### config.mk
export PLATFORM = sky130hd
export DESIGN_NAME = gpp_top
export DESIGN_NICKNAME = d
export VERILOG_FILES = /design/src/pkg/gpp_pkg.sv /design/src/logic/gpp_port.sv /design/src/logic/gpp_top.sv
export VERILOG_INCLUDE_DIRS = /design/src /design/src/pkg
export SDC_FILE = /design/constraint.sdc
export NUM_CORES = 2
export LEC_CHECK = 0
export ABC_AREA = 1
export ABC_CLOCK_PERIOD_IN_PS = 3830
export BUFFER_PORTS_ARGS = -buffer_cell sky130_fd_sc_hd__buf_4
export CAP_MARGIN = 5
export CORE_ASPECT_RATIO = 0.5
export CORE_MARGIN = 2
export CORE_UTILIZATION = 40
export CTS_CLUSTER_SIZE = 28
export DETAILED_ROUTE_END_ITERATION = 10
export PLACE_DENSITY_LB_ADDON = 0.25
export SETUP_SLACK_MARGIN = 0.4
export SYNTH_ARGS = -nofsm -noshare
export SYNTH_HDL_FRONTEND = slang
export SYNTH_SLANG_ARGS = --single-unit
### constraint.sdc
create_clock -name clock -period 3.83 [get_ports clock]
set_input_delay 0.1915 -clock clock [delete_from_list [all_inputs] [get_ports clock]]
set_output_delay 0.1915 -clock clock [all_outputs]
set_load 0.01 [all_outputs]
### src/pkg/gpp_defs.svh
// Purpose: address map, field positions and reset values of the gpio/pad block
// Assumes: 16-bit paddr, one 32-bit word per register
// Notes:   port n sits at n*0x1000, pad unit at 0x3000
`ifndef GPP_DEFS_SVH
`define GPP_DEFS_SVH
`define GPP_PORTS        3
`define GPP_PADS         48
`define GPP_PIN_PRESENT  48'hFF7F_000F_7FFF
`define GPP_REGION_PAD   2'h3
// offsets inside one port region
`define GPP_P_DATAIN     12'h000
`define GPP_P_DATAOUT    12'h004
`define GPP_P_OUTSET     12'h008
`define GPP_P_OUTCLR     12'h00C
`define GPP_P_OUTEN      12'h010
`define GPP_P_INTEN      12'h014
`define GPP_P_INTRISE    12'h018
`define GPP_P_INTFALL    12'h01C
`define GPP_P_INTSTAT    12'h020
`define GPP_WIN_LOW_SEL  2'h1
`define GPP_WIN_HIGH_SEL 2'h2
// offsets inside the pad region
`define GPP_U_CFG_PAGE   4'h0
`define GPP_U_EXTMASK    12'h100
`define GPP_U_EXTPOL     12'h110
`define GPP_U_TERMS      12'h120
`define GPP_U_SUMMARY    12'h130
// pad config word fields
`define GPP_CFG_W        7
`define GPP_CFG_FUNC     1:0
`define GPP_CFG_IE       2
`define GPP_CFG_CS       3
`define GPP_CFG_PU       4
`define GPP_CFG_PD       5
`define GPP_CFG_DS       6
`define GPP_CFG_RST      7'h04
`endif

### src/pkg/gpp_pkg.sv
// Purpose: shared types of the gpio/pad block
// Assumes: nothing
// Notes:   function select codes follow declaration order
`default_nettype none
package gpp_pkg;
    typedef enum logic [1:0] {
        GPP_FN_NORMAL,
        GPP_FN_PORT,
        GPP_FN_THIRD,
        GPP_FN_FOURTH
    } gpp_func_type;
endpackage
`default_nettype wire

### src/logic/gpp_port.sv
// Purpose: one 16-bit port: output latch, enables, edge interrupts, masked windows
// Assumes: pinIn already synchronised and input-buffer gated
// Notes:   read data is combinational, the bus slave registers it
`timescale 1ns/1ns
`default_nettype none
`include "gpp_defs.svh"
module gpp_port import gpp_pkg::*; #(
    parameter logic [15:0] PRESENT = 16'hFFFF
) (
    input  wire logic        clock,    // system clock
    input  wire logic        srst,     // sync reset
    input  wire logic        ce,       // clock enable
    input  wire logic        wrEn,     // write strobe for this port
    input  wire logic [11:0] addr,     // offset in port region
    input  wire logic [31:0] wdata,    // write data
    input  wire logic [15:0] pinIn,    // gated pin levels
    output logic      [31:0] rdata,    // read data
    output logic             hit,      // offset is mapped
    output logic      [15:0] outLatch, // output latch
    output logic      [15:0] outEn,    // output enables
    output logic             irq       // port interrupt level
);
    logic [15:0] out_reg, oe_reg, inten_reg, rise_reg, fall_reg, stat_reg, prev_reg;
    logic [15:0] out_next, stat_next;
    wire        winLow   = addr[11:10] == `GPP_WIN_LOW_SEL;
    wire        winHigh  = addr[11:10] == `GPP_WIN_HIGH_SEL;
    wire [15:0] fullMask = winLow ? {8'h00, addr[9:2]} : {addr[9:2], 8'h00};
    wire        isOut  = addr == `GPP_P_DATAOUT;
    wire        isSet  = addr == `GPP_P_OUTSET;
    wire        isClr  = addr == `GPP_P_OUTCLR;
    wire        isOe   = addr == `GPP_P_OUTEN;
    wire        isIen  = addr == `GPP_P_INTEN;
    wire        isRise = addr == `GPP_P_INTRISE;
    wire        isFall = addr == `GPP_P_INTFALL;
    wire        isStat = addr == `GPP_P_INTSTAT;
    wire        isIn   = addr == `GPP_P_DATAIN;
    wire        isWin  = winLow | winHigh;
    wire [15:0] wd     = wdata[15:0] & PRESENT;
    // edge detection on the gated level; disabling a buffer on a high pin gives one falling edge, then none
    wire [15:0] evt = ((pinIn & ~prev_reg & rise_reg)
                     | (~pinIn & prev_reg & fall_reg)) & PRESENT;
    wire [15:0] w1c = (wrEn & isStat) ? wd : 16'h0000;
    assign out_next = !wrEn ? out_reg
                    : isOut ? wd
                    : isSet ? (out_reg | wd)
                    : isClr ? (out_reg & ~wd)
                    : isWin ? ((out_reg & ~fullMask) | (wd & fullMask))
                    : out_reg;
    // a new edge wins over a write-one-to-clear in the same cycle
    assign stat_next = (stat_reg & ~w1c) | evt;
    assign hit = isIn | isOut | isSet | isClr | isOe | isIen | isRise | isFall
               | isStat | isWin;
    assign rdata = isIn   ? {16'h0000, pinIn & PRESENT}
                 : isOut  ? {16'h0000, out_reg}
                 : isOe   ? {16'h0000, oe_reg}
                 : isIen  ? {16'h0000, inten_reg}
                 : isRise ? {16'h0000, rise_reg}
                 : isFall ? {16'h0000, fall_reg}
                 : isStat ? {16'h0000, stat_reg}
                 : isWin  ? {16'h0000, pinIn & PRESENT & fullMask}
                 : 32'h0000_0000;
    assign outLatch = out_reg;
    assign outEn    = oe_reg;
    assign irq      = |(stat_reg & inten_reg);
    always_ff @(posedge clock) begin
        if (srst) begin
            out_reg   <= 16'h0000;
            oe_reg    <= 16'h0000;
            inten_reg <= 16'h0000;
            rise_reg  <= 16'h0000;
            fall_reg  <= 16'h0000;
            stat_reg  <= 16'h0000;
            prev_reg  <= 16'h0000;
        end else if (ce) begin
            out_reg  <= out_next;
            stat_reg <= stat_next;
            prev_reg <= pinIn;
            if (wrEn && isOe)   oe_reg    <= wd;
            if (wrEn && isIen)  inten_reg <= wd;
            if (wrEn && isRise) rise_reg  <= wd;
            if (wrEn && isFall) fall_reg  <= wd;
        end
    end
endmodule
`default_nettype wire

### src/logic/gpp_top.sv
// Purpose: gpio ports, pad config unit and pad interrupt unit behind APB
// Assumes: padIn is asynchronous to clock; APB3 master, no byte strobes
// Notes:   read data sampled in setup phase, zero wait states while ce is high
`timescale 1ns/1ns
`default_nettype none
`include "gpp_defs.svh"
module gpp_top import gpp_pkg::*; (
    input  wire logic        clock,            // 100 MHz system clock
    input  wire logic        srst,             // sync reset, active high
    input  wire logic        ce,               // clock enable, freezes all state
    input  wire logic        psel,             // APB select
    input  wire logic        penable,          // APB enable
    input  wire logic        pwrite,           // APB direction
    input  wire logic [15:0] paddr,            // APB byte address
    input  wire logic [31:0] pwdata,           // APB write data
    output logic      [31:0] prdata,           // APB read data
    output logic             pready,           // APB ready
    output logic             pslverr,          // APB error, unmapped address
    input  wire logic [47:0] padIn,            // raw pad levels
    output logic      [47:0] padOut,           // port output latch per pad
    output logic      [47:0] padOutEn,         // port output enable per pad
    output logic      [95:0] padFuncSel,       // two bits per pad
    output logic      [47:0] input_buffer_en,  // input buffer enable per pad
    output logic      [47:0] schmittSel,       // 1 selects schmitt input
    output logic      [47:0] pullup_en,        // pull-up enable per pad
    output logic      [47:0] pulldown_en,      // pull-down enable per pad
    output logic      [47:0] drive_strength_sel, // 1 selects high drive
    output logic             combined_pad_irq, // pad interrupt line
    output logic             portIrq           // gpio port interrupt line
);
    localparam logic [47:0] PRESENT = `GPP_PIN_PRESENT;

    // pad input synchroniser
    logic [47:0] padMeta_reg;
    logic [47:0] padSync_reg;
    always_ff @(posedge clock) begin
        if (srst) begin
            padMeta_reg <= 48'h0000_0000_0000;
            padSync_reg <= 48'h0000_0000_0000;
        end else if (ce) begin
            padMeta_reg <= padIn;
            padSync_reg <= padMeta_reg;
        end
    end

    // APB decode
    wire        accessPh = psel & penable;
    wire [1:0]  region   = paddr[13:12];
    wire [11:0] offs     = paddr[11:0];
    wire        highZero = paddr[15:14] == 2'h0;
    wire        isPadReg = highZero & (region == `GPP_REGION_PAD);
    wire        isPortRg = highZero & (region != `GPP_REGION_PAD);
    wire        wrStrobe = accessPh & pwrite & ce;

    // pad config unit registers
    logic [`GPP_CFG_W-1:0] padCfg_reg [`GPP_PADS];
    logic [47:0]           extMask_reg;
    logic [47:0]           extPol_reg;

    wire [5:0] padIdx   = offs[7:2];
    wire       isCfg    = (offs[11:8] == `GPP_U_CFG_PAGE) & (padIdx < 6'(`GPP_PADS));
    wire       isMaskR  = (offs >= `GPP_U_EXTMASK) & (offs < `GPP_U_EXTMASK + 12'h00C);
    wire       isPolR   = (offs >= `GPP_U_EXTPOL) & (offs < `GPP_U_EXTPOL + 12'h00C);
    wire       isTermR  = (offs >= `GPP_U_TERMS) & (offs < `GPP_U_TERMS + 12'h00C);
    wire       isSumR   = offs == `GPP_U_SUMMARY;
    wire [1:0] subPort  = offs[3:2];
    wire       padHit   = isCfg | isMaskR | isPolR | isTermR | isSumR;
    wire       wrCfg    = wrStrobe & isPadReg & isCfg;
    wire       wrMask   = wrStrobe & isPadReg & isMaskR;
    wire       wrPol    = wrStrobe & isPadReg & isPolR;

    // gated digital inputs seen by the ports
    logic [47:0] ieVec;
    wire  [47:0] padY = padSync_reg & ieVec;

    // pad interrupt unit: raw level, so the selected function never hides a pad
    wire [47:0] padTerm = extMask_reg & (extPol_reg ^ padSync_reg) & PRESENT;
    assign combined_pad_irq = |padTerm;

    genvar p;
    generate
        for (p = 0; p < `GPP_PADS; p++) begin : g_pad
            wire [`GPP_CFG_W-1:0] cfg = padCfg_reg[p];
            assign ieVec[p]              = cfg[`GPP_CFG_IE];
            assign input_buffer_en[p]    = cfg[`GPP_CFG_IE];
            assign schmittSel[p]         = cfg[`GPP_CFG_CS];
            assign pullup_en[p]          = cfg[`GPP_CFG_PU];
            assign pulldown_en[p]        = cfg[`GPP_CFG_PD];
            assign drive_strength_sel[p] = cfg[`GPP_CFG_DS];
            assign padFuncSel[2*p +: 2]  = cfg[`GPP_CFG_FUNC];
        end
    endgenerate

    always_ff @(posedge clock) begin
        if (srst) begin
            for (int i = 0; i < `GPP_PADS; i++) begin
                padCfg_reg[i] <= `GPP_CFG_RST;
            end
        end else if (wrCfg) begin
            padCfg_reg[padIdx] <= pwdata[`GPP_CFG_W-1:0];
        end
    end

    always_ff @(posedge clock) begin
        if (srst) begin
            extMask_reg <= 48'h0000_0000_0000;
            extPol_reg  <= 48'h0000_0000_0000;
        end else begin
            if (wrMask) extMask_reg[16*subPort +: 16] <= pwdata[15:0];
            if (wrPol)  extPol_reg[16*subPort +: 16]  <= pwdata[15:0];
        end
    end

    // ports
    logic [31:0] portRd  [`GPP_PORTS];
    logic [2:0]  portHit;
    logic [2:0]  portIrqV;
    logic [47:0] latchVec;
    logic [47:0] oeVec;

    genvar g;
    generate
        for (g = 0; g < `GPP_PORTS; g++) begin : g_port
            gpp_port #(
                .PRESENT (PRESENT[16*g +: 16])
            ) u_port (
                .clock    (clock),
                .srst     (srst),
                .ce       (ce),
                .wrEn     (wrStrobe & isPortRg & (region == 2'(g))),
                .addr     (offs),
                .wdata    (pwdata),
                .pinIn    (padY[16*g +: 16]),
                .rdata    (portRd[g]),
                .hit      (portHit[g]),
                .outLatch (latchVec[16*g +: 16]),
                .outEn    (oeVec[16*g +: 16]),
                .irq      (portIrqV[g])
            );
        end
    endgenerate

    // port only drives a pad while that pad selects the port function
    generate
        for (p = 0; p < `GPP_PADS; p++) begin : g_drv
            assign padOutEn[p] = oeVec[p] & PRESENT[p]
                               & (padCfg_reg[p][`GPP_CFG_FUNC] == GPP_FN_PORT);
        end
    endgenerate
    assign padOut  = latchVec & PRESENT;
    assign portIrq = |portIrqV;

    // read mux
    wire [31:0] termWord = {16'h0000, padTerm[16*subPort +: 16]};
    wire [31:0] padRd = isCfg   ? {25'h0, padCfg_reg[padIdx]}
                      : isMaskR ? {16'h0000, extMask_reg[16*subPort +: 16]}
                      : isPolR  ? {16'h0000, extPol_reg[16*subPort +: 16]}
                      : isTermR ? termWord
                      : isSumR  ? {30'h0, portIrq, combined_pad_irq}
                      : 32'h0000_0000;
    wire        hitNow = isPadReg ? padHit : (isPortRg & portHit[region]);
    wire [31:0] rdNow  = isPadReg ? padRd : (isPortRg ? portRd[region] : 32'h0000_0000);

    // a read whose setup fell in a frozen cycle is captured late, one wait state
    logic [31:0] prdata_reg;
    logic        rdHeld_reg;
    wire         rdTake      = ce & psel & ~pwrite & ~rdHeld_reg;
    wire         rdHeld_next = psel & ~pwrite & ~(accessPh & rdHeld_reg);
    always_ff @(posedge clock) begin
        if (srst) begin
            prdata_reg <= 32'h0000_0000;
            rdHeld_reg <= 1'b0;
        end else if (ce) begin
            rdHeld_reg <= rdHeld_next;
            if (rdTake) prdata_reg <= hitNow ? rdNow : 32'h0000_0000;
        end
    end

    // ready waits for ce so a frozen block stalls the transfer instead of losing it
    assign prdata  = prdata_reg;
    assign pready  = ce & (pwrite | rdHeld_reg);
    assign pslverr = accessPh & ~hitNow;
endmodule
`default_nettype wire

==> summary.txt <==
Critical path
  • Slowest-stage cell, CP: dlygate4sd3_1
  • Worst Setup EP: padCfg_reg[36][2]
  • Reg2reg setup slack: 1.11 ns
  • Most frequent CP cell: inv_1
  • Crit. End Element: register
  • Critical path launch point type: input port
  • CP startpoint: psel
  • Worst EP required: 4.22 ns
  • Crit path DAT: 3.53 ns
  • Crit-path cells: dlygate4sd3_1, buf_4, nand2_1, nor3_1, inv_1, nor2_1, inv_1, nor3_1, buf_4, inv_1, nor2_1, inv_1, nor2_1, inv_1, buf_4, nor2_1, inv_1, nand2_1
  • Reg2reg start: padSync_reg[12]
  • WS Path Type: input port to register
  • Worst Path Max Fanout: 7
  • Crit-path max cell delay: 0.53 ns
  • Register-to-Register Path Depth: 13
  • R2r endpoint: prdata[0]

Clock tree
  • Clock transition at the registers of the reported paths: 0.07 ns
  • CTS sink count: 769
  • Max clock buf depth: 3
  • Skew-Pair Late Insertion Delay: 0.71 ns
  • CTS HTree Levels: 3
  • CTS Root Cell: clkbuf_16
  • Setup bufs post-CTS: 0
  • CTS tree: yes
  • Post-CTS Hold Fix Bufs: 52
  • Gates resized, CTS repair: 0
  • CTS buffer count: 75

Logic synthesis
  • Synth area leaders: edfxtp_1, dfxtp_1, nand2_1
  • Synthesized area: 39000 um2
  • Synth Area in Compound Gates: 16.3%
  • Post-synthesis sequential area ratio: 48.2%
  • Adder-Cell Fraction of Synth Area: 0.225%
  • Gate Count Post-Synth: 5322
  • Share of the synthesized area in the top cell type: 25.9%
  • Synth Area in Simple Gates: 25.7%
  • Flops & latches, synth: 769
  • Syn Area/Cell: 7.32 um2
  • Synth Area in XOR/XNOR: 0.202%
  • Combinational family with the most area after synthesis: simple AND/OR/NAND/NOR gates
  • YS warnings: 0
  • Count of cell types in the netlist: 50
  • Number of synthesized flops with an enable pin: 336
  • Mux cell area share after synthesis: 0%
  • Async set or reset register ratio after synthesis: 0%
  • Main synth FF type: dfxtp_1
  • Dominant cell type by area after synthesis: edfxtp_1

Pwr
  • Power Dens Cells: 406 nW/um2
  • Max VDD drop: 0.000308 V
  • Leak: 19.9 nW

Worst hold path
  • Hold Path Class: input port to register

Drt
  • Routed len/inst: 27.0 um
  • DRT Wirelength: 193000 um
  • DRC viols: 0
  • Vias per cell: 5.82
  • 1st-pass router iterations: 6
  • Post-DRT Antenna Nets: 0
  • Via count: 41.6k
  • Initial DRC Count: 6021

STA
  • Min Hold Slack: 0.0586 ns
  • # setup viols final: 0
  • Total negative slack: 0 ns
  • Worst slew pin tran: 1.29 ns
  • Final period util: 82.2%
  • Max frequency: 318 MHz
  • Hold Vio Cnt, Final: 0
  • RSZ-0062 raised after global routing: no
  • Slew headroom: 13.9%
  • Max-slew violations: 0
  • Crit path time final: 3.15 ns
  • Post-Route Skew: 0.0316 ns

Final layout
  • Commonest cells after routing, fill and taps aside: nand2_1, nor2_1, buf_4
  • Commonest non-fill, non-tap cell in the layout: nand2_1
  • Share of cells above drive strength 1: 15.8%
  • Fillcell total: 9472
  • Multi-input gate area: 16700 um2
  • Number of flip-flops in the largest register: 336
  • Nets@finish: 5916
  • Seq. cell area: 18800 um2
  • Synthesis-to-layout area growth: 22.2%

Flow run
  • Max Cap Viol: 0

GRT
  • Largest net degree at the start of global routing: 155
  • GRT Util Overall: 37.5%
  • Vias in the first global route: 37.5k
  • Global route total overflow: 0
  • Initial antenna violation count: 15
  • Global-route wire length before repair: 270000 um

Floorplanning
  • Chip height: 225 um
  • Total die area: 100000 um2
  • Initial Utilization: 40.6%
  • Number of top-level pins: 570
  • Die width: 445 um
  • FP Rows: 80
  • Core box area: 95900 um2

Placement
  • Count of buffers from port buffering: 495
  • Post-DP HPWL: 143000 um
  • GPL Wtd Cong: 1.04

Status
  • Status: completed
-- power breakdown --
group	internal [mW]	leakage (nW)	total (mW)	switching [mW]
Clock	4.62	1.30	8.25	3.63
Combinational	0.590	11.9	1.93	1.34
Sequential	8.81	6.73	9.16	0.355
Total	14.0	19.9	19.3	5.33
-- per-stage QoR --
stage	power [mW]	utilization, %	area [um2]	std cells	setup WS, ns
6_report	19.3	49.6	47600	7147	0.684
5_1_grt	19.8	49.6	47600	7145	0.472
4_1_cts	19.3	49.6	47600	7141	0.826
3_5_place_dp	11.1	46.3	44400	6949	0.575
3_3_place_gp	11.1	46.3	44400	6949	0.677
2_1_floorplan	10.0	-	39100	5365	0.999
-- area by class of cell --
type	count	share of cell area [%]
antenna	6	0.0315
clock buffer	99	4.45
clock inverter	41	1.12
inverter	475	3.77
multi-input combinational	3718	35.1
sequential	769	39.4
tap	1271	3.34
timing repair buffer	768	12.7
-- how the worst min path moves through the flow --
| stage | start | end | depth (start not counted) |
|---|---|---|---|
| detailed placement | padIn[19] | padMeta_reg[19] | 3 |
| global route | paddr[2] | extMask_reg[38] | 4 |
| floorplan | padIn[0] | padMeta_reg[0] | 2 |
| finish | paddr[2] | extMask_reg[38] | 4 |
| global placement | padIn[47] | padMeta_reg[47] | 3 |
| CTS | paddr[2] | extMask_reg[38] | 4 |
-- per-layer routing --
layer  wire length, um  track usage (%)
met1             79000             52.0
met5                54                0
met4              7680             13.6
met2             80700             54.2
met3             25900             12.3
-- cell usage after synthesis, types with 12 or more instances --
library cell     n
a211oi_1        34
a21oi_1        381
a31oi_1         41
buf_1           18
buf_2           56
buf_4           83
clkbuf_1       246
dfxtp_1        433
edfxtp_1       336
inv_1          427
inv_2           40
nand2_1       1220
nand3_1        245
nand4_1         35
nor2_1         908
nor3_1          49
o2111ai_1       12
o211ai_1        20
o21ai_0        578
o31ai_1         27
-- worst max-delay path: cells and delay by family --
kind,cells,cell delay [ns]
simple gates,8,1.54
buf+inv,10,1.81
-- cells by family (layout without fill, tap and decap cells) --
logic type,count (synthesis),after routing
buffers and inverters,878,1383
other,1,50
adder cells (fa/ha/maj),7,7
flip-flops,769,769
AND/OR/NAND/NOR,2496,2496
AO/OA/AOI/OAI,1162,1162
XOR/XNOR,9,9
Note: power is estimated with default switching activity, not from simulation.
